**config.mk**
```make
export PLATFORM = sky130hd
export DESIGN_NAME = ppmbw_top
export DESIGN_NICKNAME = d
export VERILOG_FILES = /design/src/common/ppmbw_pkg.sv /design/src/design/ppmbw_watchdog.sv /design/src/design/ppmbw_top.sv
export VERILOG_INCLUDE_DIRS = /design/src /design/src/common
export SDC_FILE = /design/constraint.sdc
export NUM_CORES = 1
export LEC_CHECK = 0
export BUFFER_PORTS_ARGS = -buffer_cell sky130_fd_sc_hd__clkbuf_2
export CAP_MARGIN = 40
export CORE_MARGIN = 10
export CORE_UTILIZATION = 44
export CTS_CLUSTER_SIZE = 20
export DETAILED_ROUTE_END_ITERATION = 12
export GPL_TIMING_DRIVEN = 0
export HOLD_SLACK_MARGIN = 0.02
export PLACE_DENSITY = 0.76
export SLEW_MARGIN = 20
export SYNTH_ARGS = -nofsm -noshare
export SYNTH_HDL_FRONTEND = slang
export SYNTH_HIERARCHICAL = 1
export SYNTH_SLANG_ARGS = --single-unit
```
**constraint.sdc**
```tcl
create_clock -name core_clk -period 3.6 [get_ports core_clk]
set_input_delay 0.72 -clock core_clk [delete_from_list [all_inputs] [get_ports core_clk]]
set_output_delay 0.72 -clock core_clk [all_outputs]
set_load 0.005 [all_outputs]
```
**src/common/ppmbw_cfg.svh**
```systemverilog
`ifndef PPMBW_CFG_SVH
`define PPMBW_CFG_SVH

// Command codes
`define PPMBW_CMD_HIGH_POWER  8'h40
`define PPMBW_CMD_FW_REV      8'h41
`define PPMBW_CMD_WATCHDOG    8'h42

// Field positions
`define PPMBW_HP_LSB          4
`define PPMBW_ONCHK_BIT       0
`define PPMBW_WDKEY_LSB       1
`define PPMBW_WDFLAG_BIT      0

// Reset values and codes
`define PPMBW_HP_RESET        4'h0
`define PPMBW_ONCHK_RESET     1'b0
`define PPMBW_WDKEY_RESET     4'hB
`define PPMBW_WDKEY_MASKED    4'hB
`define PPMBW_POLICE_HP       4'h0
`define PPMBW_POLICE_NORMAL   4'hF
`define PPMBW_POLICE_CLASS4   4'h8
`define PPMBW_FW_REV_DEFAULT  8'h01

// Timing
`define PPMBW_CLK_MHZ         200
`define PPMBW_WD_TIMEOUT_MS   2000
`define PPMBW_WD_TIMEOUT_CYCLES (`PPMBW_WD_TIMEOUT_MS * `PPMBW_CLK_MHZ * 1000)

`endif

```
**src/common/ppmbw_pkg.sv**
```systemverilog
package ppmbw_pkg;

   typedef enum logic [1:0] {
      PON_IDLE,
      PON_WAIT_DET,
      PON_RETRY_DET,
      PON_ON
   } ppmbw_pon_state_e;

   typedef logic [3:0] ppmbw_police_t;

endpackage : ppmbw_pkg

```
**src/design/ppmbw_watchdog.sv**
```systemverilog
`timescale 1ns/100ps
`include "ppmbw_cfg.svh"

module ppmbw_watchdog #(
   parameter int TIMEOUT_CYCLES = `PPMBW_WD_TIMEOUT_CYCLES
) (
   input  wire logic core_clk,
   input  wire logic rstN,
   input  wire logic sclPin,
   output logic      expirePulse,
   output logic      sclEdge
);

   logic        sclMeta;
   logic        sclSync;
   logic        sclLast;
   logic [31:0] count;
   logic        fired;

   // Pin crosses in through two flops
   always_ff @(posedge core_clk or negedge rstN) begin
      if (!rstN) begin
         sclMeta <= 1'b1;
         sclSync <= 1'b1;
         sclLast <= 1'b1;
      end else begin
         sclMeta <= sclPin;
         sclSync <= sclMeta;
         sclLast <= sclSync;
      end
   end

   assign sclEdge = sclSync ^ sclLast;

   // Counter holds at the end so expiry fires once per idle spell
   always_ff @(posedge core_clk or negedge rstN) begin
      if (!rstN) begin
         count       <= 32'h00000000;
         fired       <= 1'b0;
         expirePulse <= 1'b0;
      end else begin
         expirePulse <= 1'b0;
         if (sclEdge) begin
            count <= 32'h00000000;
            fired <= 1'b0;
         end else if (count < 32'(TIMEOUT_CYCLES - 1)) begin
            count <= count + 32'h00000001;
         end else if (!fired) begin
            fired       <= 1'b1;
            expirePulse <= 1'b1;
         end
      end
   end
endmodule : ppmbw_watchdog

```
**src/design/ppmbw_top.sv**
```systemverilog
`timescale 1ns/100ps
`include "ppmbw_cfg.svh"

// Function
// High-power bit raises a port's limit and short thresholds about 2.5x.
// Fault timer runs when current exceeds limit, or cut threshold when enabled.
// Inrush profile at turn-on is the same whatever the high-power bit.
// Setting high-power bit loads police code 0x0; clearing loads 0xF.
// High-power clear uses nominal 60 ms limit time; set uses programmed time.
// Pushbutton turn-on with class 4 sets high-power bit and police 08h.
// Timing check on: power after detection only if turn-on time met.
// Time missed: redetect and classify, power only if valid, no more tries.
// Timing check off: power-on request powers the port at once.
// Watchdog count restarts on every clock-line edge.
// No clock edge for 2 s expires watchdog and sets its flag.
// Disable key 1011b, the reset value, masks the watchdog.
// Expired flag reports even when masked; host clears by writing zero.
// Unmasked expiry turns off all eight ports.
// Watchdog shutdown clears the ports' event, status and enable bits.
// Watchdog shutdown sets power change events and updates power status.
// Read-only firmware revision byte at command 41h.
// Watchdog control and status byte at command 42h.
// High-power and timing check bits byte at command 40h.
// After expiry monitor registers freeze until the flag is cleared.
// Expired flag stays set until the host writes zero.
module ppmbw_top #(
   parameter int         PORTS          = 8,
   parameter int         HP_PORTS       = 4,
   parameter int         WD_TIMEOUT     = `PPMBW_WD_TIMEOUT_CYCLES,
   parameter logic [7:0] FW_REV         = `PPMBW_FW_REV_DEFAULT // Arbitrary value
) (
   input  wire logic                  core_clk,
   input  wire logic                  rst_b,
   input  wire logic                  sclPin,
   input  wire logic [7:0]            regCmd,
   input  wire logic                  regWrEn,
   input  wire logic [7:0]            regWrData,
   output logic      [7:0]            regRdData,
   input  wire logic [PORTS-1:0]      powerOnReq,
   input  wire logic [PORTS-1:0]      semiautoMode,
   input  wire logic [PORTS-1:0]      detectEnable,
   input  wire logic [PORTS-1:0]      classEnable,
   input  wire logic [PORTS-1:0]      detectDone,
   input  wire logic [PORTS-1:0]      detectValid,
   input  wire logic [PORTS-1:0]      classValid,
   input  wire logic [PORTS-1:0]      onTimeMet,
   input  wire logic [PORTS-1:0]      pushbuttonOn,
   input  wire logic [PORTS-1:0]      class4Found,
   input  wire logic [PORTS-1:0]      inrushDone,
   input  wire logic [PORTS-1:0]      portOffReq,
   input  wire logic [PORTS-1:0]      powerGood,
   input  wire logic [PORTS-1:0]      aboveLimit,
   input  wire logic [PORTS-1:0]      aboveCut,
   input  wire logic [PORTS-1:0]      cutEnable,
   output logic      [PORTS-1:0]      portPowerEnable,
   output logic      [PORTS-1:0]      restartDetect,
   output logic      [PORTS-1:0]      faultTimerRun,
   output logic      [HP_PORTS-1:0]   limitScaleHigh,
   output logic      [HP_PORTS-1:0]   limitTimeProg,
   output logic      [HP_PORTS-1:0]   inrushProfileHigh,
   output logic      [HP_PORTS-1:0]   policeLoad,
   output logic      [4*HP_PORTS-1:0] policeCode,
   output logic                       wdShutdown,
   output logic      [PORTS-1:0]      clearPortEvents,
   output logic      [PORTS-1:0]      powerEnableChangeSet,
   output logic      [PORTS-1:0]      powerGoodChangeSet,
   output logic      [PORTS-1:0]      powerGoodStatus,
   output logic                       monitorFreeze,
   output logic                       watchdogExpiredFlag
);

   logic                rstMeta;
   logic                rstN;
   logic [HP_PORTS-1:0] portHighPowerBits;
   logic                turnOnTimingCheck;
   logic [3:0]          watchdogDisableKey;
   logic                wdMasked;
   logic                expirePulse;
   logic                wrHighPower;
   logic                wrWatchdog;
   logic                wdFlagClear;
   logic [PORTS-1:0]    pbLatched;
   logic [PORTS-1:0]    class4Apply;

   // Reset released through two flops
   always_ff @(posedge core_clk or negedge rst_b) begin
      if (!rst_b) begin
         rstMeta <= 1'b0;
         rstN    <= 1'b0;
      end else begin
         rstMeta <= 1'b1;
         rstN    <= rstMeta;
      end
   end

   ppmbw_watchdog #(
      .TIMEOUT_CYCLES (WD_TIMEOUT)
   ) u_watchdog (
      .core_clk    (core_clk),
      .rstN        (rstN),
      .sclPin      (sclPin),
      .expirePulse (expirePulse),
      .sclEdge     ()
   );

   assign wrHighPower = regWrEn && (regCmd == `PPMBW_CMD_HIGH_POWER);
   assign wrWatchdog  = regWrEn && (regCmd == `PPMBW_CMD_WATCHDOG);
   assign wdFlagClear = wrWatchdog && !regWrData[`PPMBW_WDFLAG_BIT];
   assign wdMasked    = (watchdogDisableKey == `PPMBW_WDKEY_MASKED);
   assign wdShutdown  = expirePulse && !wdMasked;

   // Watchdog control: key and sticky expiry flag, set beats clear
   always_ff @(posedge core_clk or negedge rstN) begin
      if (!rstN) begin
         watchdogDisableKey  <= `PPMBW_WDKEY_RESET;
         watchdogExpiredFlag <= 1'b0;
      end else begin
         if (wrWatchdog) begin
            watchdogDisableKey <= regWrData[`PPMBW_WDKEY_LSB +: 4];
         end
         if (expirePulse) begin
            watchdogExpiredFlag <= 1'b1;
         end else if (wdFlagClear) begin
            watchdogExpiredFlag <= 1'b0;
         end
      end
   end

   // Freeze follows the flag so monitors restart only on host clear
   assign monitorFreeze = watchdogExpiredFlag;

   // Timing check bit
   always_ff @(posedge core_clk or negedge rstN) begin
      if (!rstN) begin
         turnOnTimingCheck <= `PPMBW_ONCHK_RESET;
      end else if (wrHighPower) begin
         turnOnTimingCheck <= regWrData[`PPMBW_ONCHK_BIT];
      end
   end

   // Registered read data, one cycle after the command
   always_ff @(posedge core_clk or negedge rstN) begin
      if (!rstN) begin
         regRdData <= 8'h00;
      end else begin
         case (regCmd)
            `PPMBW_CMD_HIGH_POWER: regRdData <= {portHighPowerBits, 3'h0, turnOnTimingCheck};
            `PPMBW_CMD_FW_REV:     regRdData <= FW_REV;
            `PPMBW_CMD_WATCHDOG:   regRdData <= {3'h0, watchdogDisableKey, watchdogExpiredFlag};
            default:               regRdData <= 8'h00;
         endcase
      end
   end

   // Shutdown side effects toward event and status registers
   always_ff @(posedge core_clk or negedge rstN) begin
      if (!rstN) begin
         clearPortEvents      <= '0;
         powerEnableChangeSet <= '0;
         powerGoodChangeSet   <= '0;
         powerGoodStatus      <= '0;
      end else begin
         clearPortEvents      <= wdShutdown ? {PORTS{1'b1}} : '0;
         powerEnableChangeSet <= wdShutdown ? portPowerEnable : '0;
         powerGoodChangeSet   <= wdShutdown ? (powerGood & portPowerEnable) : '0;
         powerGoodStatus      <= wdShutdown ? '0 : (powerGood & portPowerEnable);
      end
   end

   // Fault timer start condition
   always_ff @(posedge core_clk or negedge rstN) begin
      if (!rstN) begin
         faultTimerRun <= '0;
      end else begin
         faultTimerRun <= aboveLimit | (aboveCut & cutEnable);
      end
   end

   // High-power bits scale limits and pick the programmed limit time
   assign limitScaleHigh    = portHighPowerBits;
   assign limitTimeProg     = portHighPowerBits;
   // Inrush stays on the standard profile; no high-power option exists
   assign inrushProfileHigh = '0;

   genvar g;
   generate
      for (g = 0; g < PORTS; g++) begin : g_port
         ppmbw_pkg::ppmbw_pon_state_e ponState;
         logic                        detectOk;

         assign detectOk = detectValid[g] && (classValid[g] || !classEnable[g]);

         // Power-on sequencing per port
         always_ff @(posedge core_clk or negedge rstN) begin
            if (!rstN) begin
               ponState         <= ppmbw_pkg::PON_IDLE;
               restartDetect[g] <= 1'b0;
            end else begin
               restartDetect[g] <= 1'b0;
               if (wdShutdown || portOffReq[g]) begin
                  ponState <= ppmbw_pkg::PON_IDLE;
               end else begin
                  case (ponState)
                     ppmbw_pkg::PON_IDLE: begin
                        if (powerOnReq[g]) begin
                           if (turnOnTimingCheck && detectEnable[g] && semiautoMode[g]) begin
                              ponState <= ppmbw_pkg::PON_WAIT_DET;
                           end else begin
                              ponState <= ppmbw_pkg::PON_ON;
                           end
                        end
                     end
                     ppmbw_pkg::PON_WAIT_DET: begin
                        if (detectDone[g] && detectOk) begin
                           if (onTimeMet[g]) begin
                              ponState <= ppmbw_pkg::PON_ON;
                           end else begin
                              ponState         <= ppmbw_pkg::PON_RETRY_DET;
                              restartDetect[g] <= 1'b1;
                           end
                        end
                     end
                     ppmbw_pkg::PON_RETRY_DET: begin
                        if (detectDone[g]) begin
                           // Single retry; a new request is needed after a miss
                           ponState <= detectValid[g] ? ppmbw_pkg::PON_ON : ppmbw_pkg::PON_IDLE;
                        end
                     end
                     ppmbw_pkg::PON_ON: begin
                        ponState <= ppmbw_pkg::PON_ON;
                     end
                     default: ponState <= ppmbw_pkg::PON_IDLE;
                  endcase
               end
            end
         end

         assign portPowerEnable[g] = (ponState == ppmbw_pkg::PON_ON);

         // Remember pushbutton turn-on until inrush completes
         always_ff @(posedge core_clk or negedge rstN) begin
            if (!rstN) begin
               pbLatched[g] <= 1'b0;
            end else if (wdShutdown || portOffReq[g] || inrushDone[g]) begin
               pbLatched[g] <= 1'b0;
            end else if (pushbuttonOn[g]) begin
               pbLatched[g] <= 1'b1;
            end
         end

         assign class4Apply[g] = pbLatched[g] && inrushDone[g] && class4Found[g];
      end

      for (g = 0; g < HP_PORTS; g++) begin : g_hp
         // High-power bit and its police reload
         always_ff @(posedge core_clk or negedge rstN) begin
            if (!rstN) begin
               portHighPowerBits[g]    <= 1'b0;
               policeLoad[g]           <= 1'b0;
               policeCode[4*g +: 4]    <= `PPMBW_POLICE_NORMAL;
            end else begin
               policeLoad[g] <= 1'b0;
               if (class4Apply[g]) begin
                  portHighPowerBits[g] <= 1'b1;
                  policeLoad[g]        <= 1'b1;
                  policeCode[4*g +: 4] <= `PPMBW_POLICE_CLASS4;
               end else if (wrHighPower &&
                            (regWrData[`PPMBW_HP_LSB + g] != portHighPowerBits[g])) begin
                  portHighPowerBits[g] <= regWrData[`PPMBW_HP_LSB + g];
                  policeLoad[g]        <= 1'b1;
                  policeCode[4*g +: 4] <= regWrData[`PPMBW_HP_LSB + g] ?
                                          `PPMBW_POLICE_HP : `PPMBW_POLICE_NORMAL;
               end
            end
         end

      end
   endgenerate
endmodule : ppmbw_top

```
After elaboration in Yosys (flattened, before gate mapping)
Cells that the tools add are included.

Add/sub/neg operators: 1. Multipliers: 0. Divide/modulo/power cells: 0. Magnitude comparators: 1. Eq/ne operators: 57. Shifts and indexed selects: 0. Mux-type cells: 146. Bitwise logic cells: 4. Reductions and logical operators: 104.

Operator list (number): $mux W2 (48); $ne A3 B3 Y1 const B (24); $mux W1 (71); $mux W32 (2); $pmux W2 S4 (8); $logic_and A1 B1 Y1 (48); $mux W4 (12); $add A32 B1 Y32 const B (1); $eq A2 B2 Y1 const B (16); $lt A32 B29 Y1 const B (1); $mux W8 (4); $eq A8 B7 Y1 const B (3); $pmux W8 S3 (1); $reduce_and A3 Y1 (8); $logic_or A1 B1 Y1 (20); $reduce_bool A2 Y1 (10); $and A8 B8 Y8 (2); $eq A2 B1 Y1 const B (8); $logic_not A2 Y1 (8); $logic_not A1 Y1 (10); $or A8 B8 Y8 (1); $eq A4 B4 Y1 const B (1); $ne A1 B1 Y1 (4); $ne A2 B1 Y1 const B (1); $xor A1 B1 Y1 (1).

Register bits: 145. Bits in latches: 0. Bits in writable memories: 0. ROM bits: 0. Bits of input ports: 148. Output and inout port bits: 99. Memories kept: 0.

Longest topological paths before layout
Word-level depth: 7. Depth in mapped cells: 8. Gate-level depth less buffers: 6.

By module
The synthesis kept the hierarchy.

By module, submodules not included: ppmbw_top (times used 1, cells each 403, area each 4197.8 um^2, seq. area each 2341.0 um^2); ppmbw_watchdog (times used 1, cells each 200, area each 2019.4 um^2, seq. area each 929.6 um^2).

Worst setup path before layout
No wires, ideal clock.

Path type: input port to flip-flop. From: in regCmd[3]. To: reg watchdogExpiredFlag (netlist: monitorFreeze). Data arrival time: 2.393 ns. Required time: 3.482 ns. Slack: 1.088 ns. Cell stages on the path: 5. Cell sequence: or4_4 -> or4_4 -> buf_6 -> or3b_1 -> a21o_1.

Word-level cells in the longest chain between the ends: 4.

Ends and longest elaborated chain: start, declared (line ppmbw_top.sv:35) `input wire logic [7:0] regCmd,`; $eq A8 B7 Y1; $logic_and A1 B1 Y1 (line ppmbw_top.sv:107) `` assign wrWatchdog = regWrEn && (regCmd == `PPMBW_CMD_WATCHDOG); ``; $logic_and A1 B1 Y1 (line ppmbw_top.sv:108) `` assign wdFlagClear = wrWatchdog && !regWrData[`PPMBW_WDFLAG_BIT]; ``; $reduce_bool A2 Y1 (no line); end signal, assigned (line ppmbw_top.sv:116) `watchdogExpiredFlag <= 1'b0;`; end signal, assigned (line ppmbw_top.sv:122) `watchdogExpiredFlag <= 1'b1;`; end signal, assigned (line ppmbw_top.sv:124) `watchdogExpiredFlag <= 1'b0;`; end, declared (line ppmbw_top.sv:69) `output logic watchdogExpiredFlag`.

Every way passes these cells. A chain may end at the register's enable or synchronous reset.

Worst setup path in the final report
From: reg watchdogDisableKey[3]. To: out wdShutdown.

Word-level cells in the longest chain between the ends: 3.

Ends and longest elaborated chain: start, declared (line ppmbw_top.sv:76) `logic [3:0] watchdogDisableKey;`; start signal, assigned (line ppmbw_top.sv:115) `` watchdogDisableKey <= `PPMBW_WDKEY_RESET; ``; start signal, assigned (line ppmbw_top.sv:119) `` watchdogDisableKey <= regWrData[`PPMBW_WDKEY_LSB +: 4]; ``; $eq A4 B4 Y1 (no line); $logic_not A1 Y1 (line ppmbw_top.sv:110) `assign wdShutdown = expirePulse && !wdMasked;`; $logic_and A1 B1 Y1 (line ppmbw_top.sv:110); end, declared (line ppmbw_top.sv:63) `output logic wdShutdown,`.

Every way passes these cells.

==> flow_summary.json <==
{
  "status": "finished clean",
  "overflow": 0,
  "insertion_delay_ns": 0.41,
  "antenna_found_initial": 0,
  "avgSynthCellArea_um2": 10.31,
  "drc": 0,
  "cts_root_buf": "clkbuf_16",
  "fin_crit_sh": 0.8972,
  "hold_viol": 0,
  "crit_chain": "nand4b_1 -> nand2_1 -> inv_1 -> buf_1 -> clkbuf_2",
  "diodes": 0,
  "post-cts-setup-buffer-count": 0,
  "synth_adder_area_share": 0.002012,
  "worstMarginPinSlew_ns": 0.8538,
  "via_per_inst": 5.458,
  "ant_nets": 0,
  "first_global_vias": 6027,
  "rows": 43,
  "slowest_delay_ns": 0.55,
  "dr.pass1.iters": 6,
  "place_hpwl_um": 14690,
  "async_flop_share": 1.000,
  "path_buf_inv": 3,
  "fin_area_um2": 8270,
  "period_minus_slack_ns": 3.230,
  "syn2layout_area_growth_pct": 33.02,
  "critPathSlowestCell": "dfstp_2",
  "synth_warnings": 6,
  "peakVddDrop_v": 0.0003061,
  "power_density_nw_per_um2": 447.9,
  "synth_mux_area_frac": 0.01932,
  "finalClockSkew_ns": 0.005883,
  "synth_cells": 603,
  "synth_common_cells": "dfrtp_1 (116), nor2_1 (51), a21oi_1 (39)",
  "synth_area_leaders": "dfrtp_1 (47%), dfstp_2 (5.9%), a21oi_1 (3.1%)",
  "place_area_um2": 7672,
  "critPathLaunchType": "flop",
  "cts_hold_buf": 0,
  "grt_pass1_wl_um": 30680,
  "clockBufferDepth": 2,
  "arrival_ns": 2.51,
  "synth_xor_area_frac": 0.01550,
  "cts_tree": "done",
  "required_ns": 2.88,
  "synth_compound_gate_area_share": 0.1503,
  "clkTransAtPathRegs_ns": 0.05,
  "core_um2": 13880,
  "p_leak_nw": 4.170,
  "num_vias": 5731,
  "synth-simple-area-share": 0.2230,
  "maxCapViolCount": 0,
  "fill_cells": 1219,
  "clock_sinks": 130,
  "fp.dieH_um": 138.9,
  "synth_edf_count": 0,
  "setup_viol": 0,
  "hp-class": "input pin to async pin",
  "clock.fmax_mhz": 309.6,
  "drt-wirelength-per-cell_um": 18.04,
  "synth_top_area_frac": 0.4669,
  "slew-limit-headroom": 0.4261,
  "path_delay_family": "simple AND/OR/NAND/NOR gates",
  "end_kind": "primary output",
  "ys_ff_latch": 130,
  "synth_top_family_by_area": "simple AND/OR/NAND/NOR gates",
  "fin_tns_setup_ns": 0,
  "grt_start_max_net_pins": 60,
  "grtUsageTotal": 0.1940,
  "yosysTopAreaCell": "dfrtp_1",
  "fin_util": 0.5958,
  "nNetsFinal": 1006,
  "htree_levels": 4,
  "seq_area_frac_synth": 0.5261,
  "drt-initial-drc-count": 386,
  "grt_setup_unrepaired": "false",
  "drive_gt1_frac": 0.3862,
  "fp.dieW_um": 138.9,
  "place_congestion": 0.8721,
  "netlist_area_um2": 6217,
  "cts_buffers": 17,
  "ctsResizeCount": 0,
  "dieArea_um2": 19280,
  "path_max_fanout": 11,
  "final_max_slew_viol_count": 0,
  "io_pins": 247,
  "synth.distinct_cells": 64,
  "start_util": 0.4479,
  "path_class": "flop to primary output",
  "io_buffers": 229,
  "synth_most_common_cell": "dfrtp_1",
  "wl_um": 18950,
  "synth_flop_cell": "dfrtp_1"
}
flip-flops by register name (all words and copies together) (netlist names), 8 cells and up:
| register | flops |
|---|---|
| u_watchdog/count | 32 |
| g_port.ponState | 16 |
| faultTimerRun | 8 |
| policeCode | 8 |
| powerEnableChangeSet | 8 |
| powerGoodChangeSet | 8 |
| powerGoodStatus | 8 |
| regRdData | 8 |
| restartDetect | 8 |
per-layer routing:
metal,GRT usage,part of all wire,up-vias
met5,0,0,-
met4,0.06809,0.022,0
met1,0.2173,0.39,2769
met2,0.3175,0.49,231
met3,0.09041,0.099,37
li1,-,-,2694
cells by family after synthesis:
group / Yosys count
other: 2
buffers and inverters: 66
adders and majority gates: 1
muxes: 11
and+or+nand+nor: 248
AOI/OAI and AO/OA: 134
DFF: 130
xor gates and xnor gates: 11
area by class of cell:
cell class / instances / area [µm²] / area share
sequential: 130 / 3274 / 0.3959
clock buffer: 27 / 523.0 / 0.06324
timing repair buffer: 232 / 1209 / 0.1461
inverter: 23 / 86.33 / 0.01044
tap: 180 / 225.2 / 0.02723
clock inverter: 5 / 75.07 / 0.009077
buffer: 43 / 302.8 / 0.03661
multi-input combinational: 410 / 2575 / 0.3113
placed cells by master (no fill, tap or decap), types with 13 or more instances in the layout:
master	n
clkbuf_16	17
o21ai_0	18
o31ai_1	18
nand2_1	37
clkbuf_2	230
nor2_1	51
or4_1	18
and3_1	24
nand3_1	33
dfstp_2	14
dfrtp_1	115
clkbuf_1	13
buf_4	25
a21oi_1	39
inv_1	22
path summary, 6_finish.rpt:
path                                  startpoint                    end  slack, ns  depth (start not counted)
setup / recovery           watchdogDisableKey[3]             wdShutdown       0.37                          5
hold / removal                             rst_b                rstMeta       0.09                          1
setup reg to reg           watchdogDisableKey[3]  g_port[2].ponState[1]       1.25                          6
hold reg to reg                             rstN           regRdData[2]       0.26                          0
max in group asynchronous                   rstN     u_watchdog/sclSync       2.40                          2
min in group core_clk         u_watchdog/sclMeta     u_watchdog/sclSync       0.35                          0
metrics by stage:
stage | std cells | hold WS (ns) | setup WS [ns] | total power, mW
floorplan | 606 | 0.3311 | 1.089 | 1.809
global placement | 1015 | 0.3345 | 0.6571 | 1.996
detailed placement | 1018 | 0.2724 | 0.7979 | 2.017
CTS | 1050 | 0.07921 | 0.3442 | 3.742
global route | 1050 | 0.07909 | 0.2023 | 3.862
finish | 1050 | 0.09366 | 0.3700 | 3.704
report_power, final:
part | internal [mW] | switching (mW) | leakage (nW)
clock | 1.13 | 0.586 | 0.297
sequential | 1.53 | 0.0764 | 1.69
combinational | 0.192 | 0.189 | 2.18
Note: power is estimated with default switching activity, not from simulation.
